==> src/rst_seq_pkg.sv <==
// Package of constants and types for the reset delay and watchdog block
package rst_seq_pkg;

    // Clock rate and documented delays
    localparam int CLK_HZ = 100_000_000;
    localparam int DELAY_LONG_US = 18_000;        // 18 ms
    localparam int DELAY_SHORT_NS = 10_000;       // 10 us
    localparam int WDOG_BASE_US = 18_000;         // 18 ms
    localparam int DELAY_LONG_CYC = DELAY_LONG_US * (CLK_HZ / 1_000_000);
    localparam int DELAY_SHORT_CYC = DELAY_SHORT_NS / (1_000_000_000 / CLK_HZ);
    localparam int WDOG_BASE_CYC = WDOG_BASE_US * (CLK_HZ / 1_000_000);

    // APB register byte offsets
    localparam logic [7:0] TIMER_CFG_OFS = 8'h00;
    localparam logic [7:0] CAUSE_OFS = 8'h04;
    localparam logic [7:0] CTRL_OFS = 8'h08;

    // Timer configuration field positions and reset value
    localparam int ASSIGN_BIT = 3;
    localparam int RATIO_MSB = 2;
    localparam logic [7:0] TIMER_CFG_RST = 8'hFF;

    // Status bit positions of the cause flags
    localparam int PIN_WAKE_BIT = 7;
    localparam int EXPIRY_BIT = 4;
    localparam int SLEEP_BIT = 3;

    // Control register bit positions (write-one strobes)
    localparam int KICK_BIT = 0;
    localparam int SLEEP_CMD_BIT = 1;

    // Oscillator modes
    typedef enum logic [2:0]
    {
        internal_rc_mode,
        external_rc_mode,
        ext_clock_mode,
        fast_crystal_mode,
        std_crystal_mode,
        low_freq_crystal_mode
    } osc_mode_type;

    // Reset cause flags
    typedef struct packed
    {
        logic pin_wake_flag;
        logic expiry_flag_n;
        logic sleep_flag_n;
    } cause_type;

endpackage

==> src/reset_delay_watchdog.sv <==
// Reset sequencer: delay timer, reset latch, watchdog and cause flags
// Function
// (RULE1) Unprogrammed pin-enable honours external reset; programmed ignores the pin.
// (RULE2) Power-up sets latch, clears timer; count starts when pin high.
// (RULE3) Core held in reset while the delay timer runs.
// (RULE4) RC and external clock modes: 18 ms after power-on, else 10 us.
// (RULE5) Crystal modes: 18 ms delay for every reset.
// (RULE6) Watchdog expiry in sleep also starts the delay timer.
// (RULE7) Reset sources: power-on, pin, watchdog, pin-change wake.
// (RULE8) Watchdog keeps counting while core clock stopped or sleeping.
// (RULE9) Watchdog expiry gives a full reset, running or sleeping.
// (RULE10) Watchdog reset clears the active-low expiry flag, bit 4.
// (RULE11) Watchdog enable programmed zero disables watchdog permanently.
// (RULE12) Base time-out 18 ms; prescaler up to 1:128.
// (RULE13) Config: assign bit 3, ratio bits 2..0; resets to all ones.
// (RULE14) Kick zeroes watchdog counter and assigned prescaler.
// (RULE15) Sleep command zeroes watchdog counter and assigned prescaler.
// (RULE16) Cause flags encoded per reset kind as tabled.
// (RULE17) Cause flags hold until a reset; glitch without reset leaves them.
// (RULE18) Sleep sets expiry flag and clears sleep flag.
// (RULE19) Watchdog cleared on any wake from sleep.
// (RULE20) Prescaler elsewhere: watchdog uses unscaled base period.
// (RULE21) Cause flags updated when reset asserts, before core runs.
//
// Local design decisions: the placing of the registers and register access over APB.
`timescale 1ns/10ps
module reset_delay_watchdog
    import rst_seq_pkg::*;
#(
    parameter int LONG_CYC = DELAY_LONG_CYC,
    parameter int SHORT_CYC = DELAY_SHORT_CYC,
    parameter int WDOG_CYC = WDOG_BASE_CYC
)
(
    input wire logic clk,               // 100 MHz clock
    input wire logic arst_n,            // Power-on reset, active low
    input wire logic ext_reset_n,       // External reset pin
    input wire logic pin_change,        // Pin-change wake request
    input wire logic pin_reset_cfg,     // 1 = pin acts as reset
    input wire logic watchdog_enable_cfg, // 1 = watchdog enabled
    input wire osc_mode_type osc_mode,  // Oscillator mode
    input wire logic psel,              // APB select
    input wire logic penable,           // APB enable
    input wire logic pwrite,            // APB direction
    input wire logic [7:0] paddr,       // APB address
    input wire logic [31:0] pwdata,     // APB write data
    output logic [31:0] prdata,         // APB read data
    output logic pready,                // APB ready
    output logic pslverr,               // APB error
    output logic core_reset_n,          // Core reset, active low
    output logic port_pin_in,           // Pin as plain input
    output logic sleeping               // Core in sleep
);

    typedef enum {st_hold, st_delay, st_run} seq_type;

    logic [1:0] rst_sync;
    logic rst_n;
    logic [2:0] pin_sync;
    logic pin_low;
    logic wd_expire;
    logic wd_clear;
    logic kick, sleep_cmd;
    logic [31:0] cnt_reg, cnt_next;
    logic [31:0] target_reg, target_next;
    seq_type state_reg, state_next;
    logic por_reg, por_next;
    cause_type cause_reg, cause_next;
    logic sleep_reg, sleep_next;
    logic [7:0] cfg_reg, cfg_next;
    logic [31:0] prdata_next;
    logic pslverr_next;
    logic core_next;
    logic crystal;
    logic wr, rd;

    // Reset release synchroniser
    always_ff @(posedge clk or negedge arst_n)
    begin
        if (!arst_n)
            rst_sync <= 2'b00;
        else
            rst_sync <= {rst_sync[0], 1'b1};
    end
    assign rst_n = rst_sync[1];

    // Pin synchroniser, three stages
    always_ff @(posedge clk or negedge rst_n)
    begin
        if (!rst_n)
            pin_sync <= 3'b111;
        else
            pin_sync <= {pin_sync[1:0], ext_reset_n};
    end

    // Pin low once stages two and three agree; masked when pin is a port
    always_ff @(posedge clk or negedge rst_n)
    begin
        if (!rst_n)
            pin_low <= 1'b0;
        else if (!pin_reset_cfg)
            pin_low <= 1'b0; // RULE1
        else if (pin_sync[2] == pin_sync[1])
            pin_low <= ~pin_sync[2]; // RULE1
    end

    // Pin as plain input when reset function is off
    always_ff @(posedge clk or negedge rst_n)
    begin
        if (!rst_n)
            port_pin_in <= 1'b1;
        else if (pin_sync[2] == pin_sync[1])
            port_pin_in <= pin_reset_cfg | pin_sync[2]; // RULE1
    end

    assign wr = psel & penable & pwrite;
    assign rd = psel & ~pwrite;
    assign kick = wr && paddr == CTRL_OFS && pwdata[KICK_BIT];
    assign sleep_cmd = wr && paddr == CTRL_OFS && pwdata[SLEEP_CMD_BIT]
        && state_reg == st_run && !sleep_reg;
    assign crystal = osc_mode inside {fast_crystal_mode, std_crystal_mode,
        low_freq_crystal_mode};

    // Clear on kick, sleep entry, wake, and while core is in reset
    assign wd_clear = kick | sleep_cmd | (state_reg != st_run); // RULE14 RULE15 RULE19

    // Watchdog keeps running with the core asleep
    watchdog_timer #(.BASE_CYC(WDOG_CYC)) i_watchdog_timer
    (
        .clk(clk),
        .rst_n(rst_n),
        .enable(watchdog_enable_cfg), // RULE8 RULE11
        .clear(wd_clear),
        .use_prescale(cfg_reg[ASSIGN_BIT]),
        .ratio(cfg_reg[RATIO_MSB:0]),
        .expire(wd_expire)
    );

    // Reset sequencer, cause flags and configuration register
    always_comb
    begin
        state_next = state_reg;
        cnt_next = cnt_reg;
        target_next = target_reg;
        por_next = por_reg;
        cause_next = cause_reg;
        sleep_next = sleep_reg;
        cfg_next = cfg_reg;
        if (wr && paddr == TIMER_CFG_OFS && state_reg == st_run)
            cfg_next = pwdata[7:0];
        if (sleep_cmd) // RULE18
        begin
            sleep_next = 1'b1;
            cause_next.expiry_flag_n = 1'b1;
            cause_next.sleep_flag_n = 1'b0;
        end
        unique case (state_reg)
            st_hold:
            begin
                cnt_next = 32'h0;
                if (!pin_low) // RULE2
                    state_next = st_delay;
            end
            st_delay:
            begin
                if (pin_low)
                begin
                    state_next = st_hold;
                    cnt_next = 32'h0;
                end
                else if (cnt_reg >= target_reg - 1) // RULE2 RULE3
                begin
                    state_next = st_run;
                    por_next = 1'b0;
                end
                else
                    cnt_next = cnt_reg + 32'h1;
            end
            st_run:
            begin
                // Any reset source restarts the delay; RULE7 RULE9
                if (pin_low || wd_expire || (sleep_reg && pin_change))
                begin
                    state_next = pin_low ? st_hold : st_delay; // RULE6
                    cnt_next = 32'h0;
                    cfg_next = TIMER_CFG_RST; // RULE13
                    sleep_next = 1'b0;
                    target_next = crystal ? 32'(LONG_CYC) // RULE5
                        : 32'(SHORT_CYC); // RULE4
                    // Flags set as reset asserts; RULE16 RULE21
                    cause_next.pin_wake_flag = 1'b0;
                    if (wd_expire)
                    begin
                        cause_next.expiry_flag_n = 1'b0; // RULE10
                        if (sleep_reg)
                            cause_next.sleep_flag_n = 1'b0;
                    end
                    else if (pin_low)
                    begin
                        if (sleep_reg)
                        begin
                            cause_next.expiry_flag_n = 1'b1;
                            cause_next.sleep_flag_n = 1'b0;
                        end
                    end
                    else
                    begin
                        cause_next.pin_wake_flag = 1'b1;
                        cause_next.expiry_flag_n = 1'b1;
                        cause_next.sleep_flag_n = 1'b0;
                    end
                end
            end
        endcase
    end

    // Sequencer registers; power-on values
    always_ff @(posedge clk or negedge rst_n)
    begin
        if (!rst_n)
        begin
            state_reg <= st_hold;
            cnt_reg <= 32'h0;
            target_reg <= 32'(LONG_CYC); // RULE4 RULE5
            por_reg <= 1'b1;
            cause_reg <= 3'b011; // RULE16
            sleep_reg <= 1'b0;
            cfg_reg <= TIMER_CFG_RST; // RULE13
        end
        else
        begin
            state_reg <= state_next;
            cnt_reg <= cnt_next;
            target_reg <= target_next;
            por_reg <= por_next;
            cause_reg <= cause_next;
            sleep_reg <= sleep_next;
            cfg_reg <= cfg_next;
        end
    end

    // APB read data and error decode
    always_comb
    begin
        prdata_next = 32'h0;
        pslverr_next = 1'b0;
        if (rd)
        begin
            unique case (paddr)
                TIMER_CFG_OFS: prdata_next = 32'h0;
                CAUSE_OFS:
                begin
                    prdata_next[PIN_WAKE_BIT] = cause_reg.pin_wake_flag;
                    prdata_next[EXPIRY_BIT] = cause_reg.expiry_flag_n;
                    prdata_next[SLEEP_BIT] = cause_reg.sleep_flag_n;
                end
                CTRL_OFS: prdata_next = {31'h0, sleep_reg};
                default: pslverr_next = 1'b1;
            endcase
        end
        else if (psel && !(paddr inside {TIMER_CFG_OFS, CAUSE_OFS, CTRL_OFS}))
            pslverr_next = 1'b1;
    end

    assign core_next = (state_next == st_run); // RULE3

    // Registered outputs; no wait states, pready high in the first access cycle
    always_ff @(posedge clk or negedge rst_n)
    begin
        if (!rst_n)
        begin
            prdata <= 32'h0;
            pready <= 1'b0;
            pslverr <= 1'b0;
            core_reset_n <= 1'b0;
            sleeping <= 1'b0;
        end
        else
        begin
            prdata <= prdata_next;
            pready <= psel & ~penable;
            pslverr <= pslverr_next;
            core_reset_n <= core_next;
            sleeping <= sleep_next;
        end
    end

    // Core held in reset through the delay
    hold_in_delay_a: assert property (@(posedge clk) disable iff (!rst_n)
        state_reg != st_run |-> !core_reset_n) // RULE3
        else $error("core released during delay");
    // Watchdog reset clears expiry flag
    wd_flag_a: assert property (@(posedge clk) disable iff (!rst_n)
        state_reg == st_run && wd_expire |=> !cause_reg.expiry_flag_n) // RULE10
        else $error("expiry flag not cleared");
    // Disabled watchdog never expires
    wd_off_a: assert property (@(posedge clk) disable iff (!rst_n)
        !watchdog_enable_cfg |=> !wd_expire) // RULE11
        else $error("disabled watchdog expired");
    // Sleep entry flags
    sleep_flags_a: assert property (@(posedge clk) disable iff (!rst_n)
        sleep_cmd && !wd_expire && !pin_low |=>
        cause_reg.expiry_flag_n && !cause_reg.sleep_flag_n) // RULE18
        else $error("sleep flags wrong");
    // Pin ignored when reset function off
    pin_off_a: assert property (@(posedge clk) disable iff (!rst_n)
        !pin_reset_cfg ##1 !pin_reset_cfg |-> !pin_low) // RULE1
        else $error("pin reset while disabled");
    // Config returns to all ones on reset
    cfg_reset_a: assert property (@(posedge clk) disable iff (!rst_n)
        state_reg == st_run && state_next != st_run
        |=> cfg_reg == TIMER_CFG_RST) // RULE13
        else $error("config not reset");
    // Crystal mode always uses long delay
    xtal_long_a: assert property (@(posedge clk) disable iff (!rst_n)
        state_reg == st_delay && crystal |-> target_reg == 32'(LONG_CYC)) // RULE5
        else $error("crystal delay short");
    // Power-on delay is always the long one
    por_long_a: assert property (@(posedge clk) disable iff (!rst_n)
        por_reg && state_reg == st_delay |-> target_reg == 32'(LONG_CYC)) // RULE4
        else $error("power-on delay short");
    // Pin-change wake flag
    pin_wake_a: assert property (@(posedge clk) disable iff (!rst_n)
        state_reg == st_run && sleep_reg && pin_change && !pin_low
        && !wd_expire |=> cause_reg == 3'b110) // RULE16
        else $error("pin wake flags wrong");
    // Flags stable while core held
    flags_hold_a: assert property (@(posedge clk) disable iff (!rst_n)
        state_reg != st_run |=> $stable(cause_reg)) // RULE17 RULE21
        else $error("flags changed during delay");

    wd_reset_c: cover property (@(posedge clk) disable iff (!rst_n)
        state_reg == st_run && wd_expire);
    sleep_c: cover property (@(posedge clk) disable iff (!rst_n) sleep_cmd);
    pin_reset_c: cover property (@(posedge clk) disable iff (!rst_n)
        state_reg == st_run && pin_low);
    release_c: cover property (@(posedge clk) disable iff (!rst_n)
        $rose(core_reset_n));

endmodule

==> src/watchdog_timer.sv <==
// Watchdog counter with optional 1:1..1:128 prescaler
`timescale 1ns/10ps
module watchdog_timer
    import rst_seq_pkg::*;
#(
    parameter int BASE_CYC = WDOG_BASE_CYC
)
(
    input wire logic clk,               // System clock
    input wire logic rst_n,             // Synchronised reset
    input wire logic enable,            // Watchdog enabled
    input wire logic clear,             // Zero counter and prescaler
    input wire logic use_prescale,      // Prescaler assigned here
    input wire logic [2:0] ratio,       // Prescale ratio code
    output logic expire                 // One-cycle expiry pulse
);

    logic [31:0] base_reg, base_next;
    logic [7:0] pre_reg, pre_next;
    logic expire_next;
    logic tick;

    // Base tick from counter; prescaler counts ticks
    always_comb
    begin
        tick = (base_reg == BASE_CYC - 1);
        base_next = tick ? 32'h0 : base_reg + 32'h1;
        pre_next = pre_reg;
        expire_next = 1'b0;
        if (tick)
        begin
            if (!use_prescale) // RULE20
                expire_next = 1'b1;
            else if (pre_reg == 8'((1 << ratio) - 1)) // RULE12
            begin
                expire_next = 1'b1;
                pre_next = 8'h00;
            end
            else
                pre_next = pre_reg + 8'h01;
        end
        if (clear || !enable) // RULE14 RULE15 RULE11
        begin
            base_next = 32'h0;
            pre_next = 8'h00;
            expire_next = 1'b0;
        end
    end

    // Registers
    always_ff @(posedge clk or negedge rst_n)
    begin
        if (!rst_n)
        begin
            base_reg <= 32'h0;
            pre_reg <= 8'h00;
            expire <= 1'b0;
        end
        else
        begin
            base_reg <= base_next;
            pre_reg <= pre_next;
            expire <= expire_next;
        end
    end

endmodule

==> config.mk <==
export PLATFORM = sky130hd
export DESIGN_NAME = reset_delay_watchdog
export DESIGN_NICKNAME = d
export VERILOG_FILES = /design/src/rst_seq_pkg.sv /design/src/reset_delay_watchdog.sv /design/src/watchdog_timer.sv
export SDC_FILE = /design/constraint.sdc
export NUM_CORES = 1
export LEC_CHECK = 0
export BUFFER_PORTS_ARGS = -buffer_cell sky130_fd_sc_hd__buf_4
export CAP_MARGIN = 20
export CORE_ASPECT_RATIO = 1.5
export CORE_MARGIN = 4
export CORE_UTILIZATION = 40
export CTS_CLUSTER_SIZE = 20
export DETAILED_ROUTE_END_ITERATION = 8
export HOLD_SLACK_MARGIN = 0.03
export SYNTH_ARGS = -nofsm -noshare
export SYNTH_HDL_FRONTEND = slang
export SYNTH_SLANG_ARGS = --single-unit
export TNS_END_PERCENT = 10
==> constraint.sdc <==
create_clock -name clk -period 9.4 [get_ports clk]
set_input_delay 0.47 -clock clk [delete_from_list [all_inputs] [get_ports clk]]
set_output_delay 0.47 -clock clk [all_outputs]
set_load 0.02 [all_outputs]
**Word level (Yosys, flattened, before mapping)**

Cells that the tools add are included.

- Memory bits (writable): 0
- Memories kept: 0
- Bits in registers: 191
- Word-level logic and storage cells: 122
- Bits in read-only memories: 0
- Input port bits: 52
- Bits in latches: 0
- Output and inout bits: 37

- Bitwise operators: 10
- Order comparisons: 1
- $mul: 0
- Add/sub/neg operators: 5
- Reductions and logical operators: 25
- Equality and inequality tests: 16
- Shifts and indexed selects: 1
- Divide/modulo/power cells: 0
- Mux-type cells: 45

Operator list:

| kind | count |
|---|---|
| $mux W32 | 9 |
| $pmux W32 S3 | 2 |
| $add A32 B1 Y32 const B | 2 |
| $eq A32 B3 Y1 const B | 2 |
| $mux W8 | 8 |
| $eq A32 B1 Y1 const B | 1 |
| $eq A32 B2 Y1 const B | 1 |
| $eq A32 B21 Y1 const B | 1 |
| $ge A32 B32 Y1 | 1 |
| $logic_not A32 Y1 | 1 |
| $ne A32 B3 Y1 const B | 1 |
| $sub A32 B1 Y32 const B | 1 |
| $mux W21 | 1 |
| $mux W1 | 18 |
| $mux W2 | 7 |
| $logic_and A1 B1 Y1 | 9 |
| $add A8 B1 Y8 const B | 1 |
| $eq A8 B3 Y1 const B | 1 |
| $eq A8 B4 Y1 const B | 1 |
| $eq A8 B8 Y1 | 1 |
| $logic_not A8 Y1 | 1 |
| $shl A1 B3 Y8 const A | 1 |
| $sub A8 B2 Y8 const B | 1 |
| $eq A3 B3 Y1 const B | 2 |
| 14 further kinds | 29 |

**Longest topological paths before layout**

- Word-level depth: 12
- Mapped depth: 10
- Mapped depth without buffers: 8

**Hierarchy**

Synthesis repeated with hierarchy kept, for this count alone.

- Cell total of the unflattened synthesis: 651
- Area, all modules: 6552.5 um2

By module, submodules not included:

| module | cells an instance | area each (um2) | times used | seq. area each (um2) |
|---|---|---|---|---|
| reset_delay_watchdog | 413 | 4344.2 | 1 | 2215.9 |
| watchdog_timer | 238 | 2208.4 | 1 | 1026.0 |

**Worst setup path before layout**

Ideal clock, no wire load.

- Path type: reg-to-reg
- Start point: register target_reg[19]
- End point: register cnt_reg[16]
- Data required time: 9.318 ns
- Path buffers: 1
- Cell stages (with the launch flop): 10
- Arrival time: 2.730 ns
- Clock period less this slack: 2.812 ns
- Setup time: 0.082 ns
- Setup slack: 6.588 ns
- Cell sequence: dfstp_2 > inv_1 > ha_1 > a2111oi_0 > o2111ai_1 > a211oi_4 > a21oi_2 > buf_6 > or4_1 > a21oi_1

- Longest elaborated chain between the ends: 4

Ends and longest elaborated chain:

| item | RTL line | source |
|---|---|---|
| start: declaration | reset_delay_watchdog.sv:65 | `logic [31:0] target_reg, target_next;` |
| start signal: assignment | reset_delay_watchdog.sv:224 | `target_reg <= 32'(LONG_CYC);` |
| start signal: assignment | reset_delay_watchdog.sv:234 | `target_reg <= target_next;` |
| $sub A32 B1 Y32 | reset_delay_watchdog.sv:171 | `else if (cnt_reg >= target_reg - 1)` |
| $ge A32 B32 Y1 | reset_delay_watchdog.sv:171 |  |
| $ne A3 B3 Y1 (no source line) | - |  |
| $reduce_and A2 Y1 (no source line) | - |  |
| end signal: assignment | reset_delay_watchdog.sv:233 | `cnt_reg <= cnt_next;` |
| end: declaration | reset_delay_watchdog.sv:64 | `logic [31:0] cnt_reg, cnt_next;` |

No other way between the ends.
A chain may end at the register's enable or synchronous reset.

**Worst setup path in the final report**

- Start point: register target_reg[19]
- End point: register cnt_reg[13]

Same word-level chain as after synthesis.

==> qor.csv <==
metric,value,unit
status,"finished, final reports clean",
io_pins,89,
start_util,40.87,%
synthTopCellsByArea,"dfrtp_1, dfstp_2, and2_1",
pwr-share-comb,4.4,%
peakVddDrop,0.09893,mV
ant_nets,0,
finalWorstSetupSlack,5.946,ns
fin_setup_tns,0,ns
via_per_inst,5.244,
register_area,3246,µm²
drv_slew,0,
multi_input_area,2899,µm²
cts.sinks,129,
cp.arrival,3.77,ns
synth_edf_count,0,
cpMaxStageDelayCell,o211ai_1,
ys.flop_type,dfrtp_1,
slew-limit-headroom,33.28,%
tightest_slew,0.9964,ns
grt_overflow,0,
grt_max_degree,90,
tritoncts,built,
power_density,176.4,nW/µm²
synth_cells,640,
cts_buffer_depth,2,
fp.coreArea,15630,µm²
ys_seq_area_share,50.76,%
grt_usage,15.20,%
setup_viol_count_final,0,
path_max_fanout,22,
cts.clk_slew.worst_paths,0.06,ns
avgSynthCellArea,9.978,µm²
rows,56,
postCtsSetupBuffers,0,
ys_types,57,
drt_iter0_drc,174,
min_path_type,input port to flop,
skew,0.008742,ns
criticalPathCategory,flop to flop,
critPathMaxStageDelay,0.81,ns
period_share,36.75,%
die_h,162.8,µm
avgRoutedWirePerCell,14.61,µm
finalHoldViolCount,0,
cp.required,9.71,ns
gp_congestion,0.8007,
area_growth_syn_to_layout,15.01,%
max_cap_viol_count,0,
cts_buffers,17,
power.internal,1.006,mW
clkPwrFrac,51.3,%
synth_top_area_cell,dfrtp_1,
io_buffer_count,32,
cts_root_buffer,clkbuf_16,
drive_gt1_share,12.66,%
switching_share,22.38,%
diodes,0,
grt_pass1_wl,22.48,mm
cp-start-kind,flop,
fp.dieArea,18090,µm²
grt_pass1_vias,4784,
end_kind,flop,
leakagePower,3.334,nW
p_sw,289.9,µW
period_needed,3.454,ns
n_fill_cell,1473,
die_w,111.2,µm
drt_pre_antenna_iters,4,
nets,741,
rsz0062_at_grt,false,
crit_chain,"inv_1, ha_1, a2111o_1, o211ai_1, a21oi_2, or4_1, a21oi_1",
synthArstFlopShare,100.0,%
yosys_warnings,0,
antenna_found_initial,0,
route.final.wire_length,13.00,mm
dp_slack,5.973,ns
ys_seq_elements,129,
drc_errors,0,
htree_levels,4,
pwr-share-seq,44.4,%
insertion_delay,0.42,ns
vias,4667,
synth_top_area_share,46.24,%
max_freq,289.5,MHz
hpwl,9.184,mm
syn_area,6386,µm²
==> power by group through the flow <==
| stage | sequential, mW | clock [mW] | combinational, mW |
|---|---|---|---|
| after floorplan | 0.588 | 0 | 0.0413 |
| after detailed placement | 0.585 | 0 | 0.0559 |
| final | 0.575 | 0.664 | 0.0569 |
| after global routing | 0.577 | 0.707 | 0.0650 |
| after global placement | 0.584 | 0 | 0.0543 |
| after CTS | 0.575 | 0.680 | 0.0565 |
==> cells in the mapped netlist (all sizes together), types with 3 or more instances <==
master	count
nor2b	9
xor2	28
or3	9
clkbuf	15
and3	19
nand2	41
nor4	18
o31ai	8
o41ai	3
ha	15
nor3	8
a21oi	28
nand2b	3
o211ai	6
o21ai	22
or2	3
or4	8
nand3b	4
nand4	23
xnor2	10
inv	15
dfstp	11
nand3	27
and4	4
dfrtp	118
a211oi	5
nor2	68
and2	46
buf	32
mux2i	3
==> path summary, 6_finish.rpt <==
| kind | start | endpoint | slack, ns | depth (start not counted) |
|---|---|---|---|---|
| setup / recovery | target_reg[19] | cnt_reg[13] | 5.95 | 7 |
| min in group asynchronous | rst_sync[1] | i_watchdog_timer.base_reg[21] | 0.29 | 0 |
| max in group asynchronous | rst_sync[1] | core_reset_n | 7.98 | 2 |
| hold / removal | ext_reset_n | pin_sync[0] | 0.16 | 1 |
| setup reg to reg | target_reg[19] | cnt_reg[13] | 5.95 | 7 |
| hold reg to reg | rst_sync[1] | i_watchdog_timer.base_reg[21] | 0.29 | 0 |
==> critical path: cells and delay by family, from the launching register on <==
family / cells / cell delay (ns)
DFF: 1 / 0.52
AOI/OAI and AO/OA: 4 / 1.80
buffers and inverters: 1 / 0.16
adders and majority gates: 1 / 0.25
and+or+nand+nor: 1 / 0.63
==> cells in the final DEF (no fill, tap or decap), types with 8 or more instances in the layout <==
master     instances
dfrtp_1          117
nor2_1            68
and2_1            46
nand2_1           41
buf_4             33
conb_1            29
xor2_1            28
nand3_1           27
a21oi_1           27
nand4_1           23
o21ai_0           22
and3_1            19
nor4_1            17
clkbuf_16         17
inv_1             15
ha_1              15
dfstp_2           11
xnor2_1           10
nor2b_1            9
or3_1              9
nor3_1             8
or4_1              8
o31ai_1            8
==> timing repair <==
item,CTS,global route
hold endpoints to repair,2,0
endpoints found under the setup margin,0,0
hold buffers,1,0
gates resized for setup,0,0
==> per-layer routing <==
metal / routed length [µm] / global-route usage [%] / vias to the layer above
li1: - / - / 2281
met1: 5245 / 17.13 / 2316
met2: 7227 / 27.40 / 53
met3: 304 / 3.606 / 17
met4: 221 / 6.419 / 0
met5: 0 / 0 / -
==> layout make-up <==
cell class / count / share of cell area (%)
Sequential cell: 129 / 44.19
Multi-Input combinational cell: 476 / 39.47
Clock buffer: 18 / 5.980
Timing Repair Buffer: 35 / 3.884
Tap cell: 203 / 3.458
Clock inverter: 14 / 2.249
Inverter: 15 / 0.7666
==> cells by family after synthesis <==
| group | synth area share [%] |
|---|---|
| AND/OR/NAND/NOR | 24.84 |
| flip-flops | 50.76 |
| AO/OA/AOI/OAI | 9.718 |
| buffers and inverters | 5.427 |
| XOR/XNOR | 5.212 |
| adder cells (fa/ha/maj) | 3.096 |
| multiplexers | 0.8229 |
| other | 0.1176 |
==> per-stage QoR <==
stage | hold WS [ns] | cell area, µm² | std cells | total power [mW] | util, %
after detailed placement | 0.2551 | 6703 | 856 | 0.6406 | 42.90
after global routing | 0.1399 | 7345 | 890 | 1.349 | 47.01
after global placement | 0.2534 | 6703 | 856 | 0.6386 | 42.90
after floorplan | 0.1744 | 6487 | 667 | 0.6295 | -
after CTS | 0.1420 | 7317 | 889 | 1.311 | 46.83
final | 0.1587 | 7345 | 890 | 1.296 | 47.01
Power figures use the tool's default switching activity.
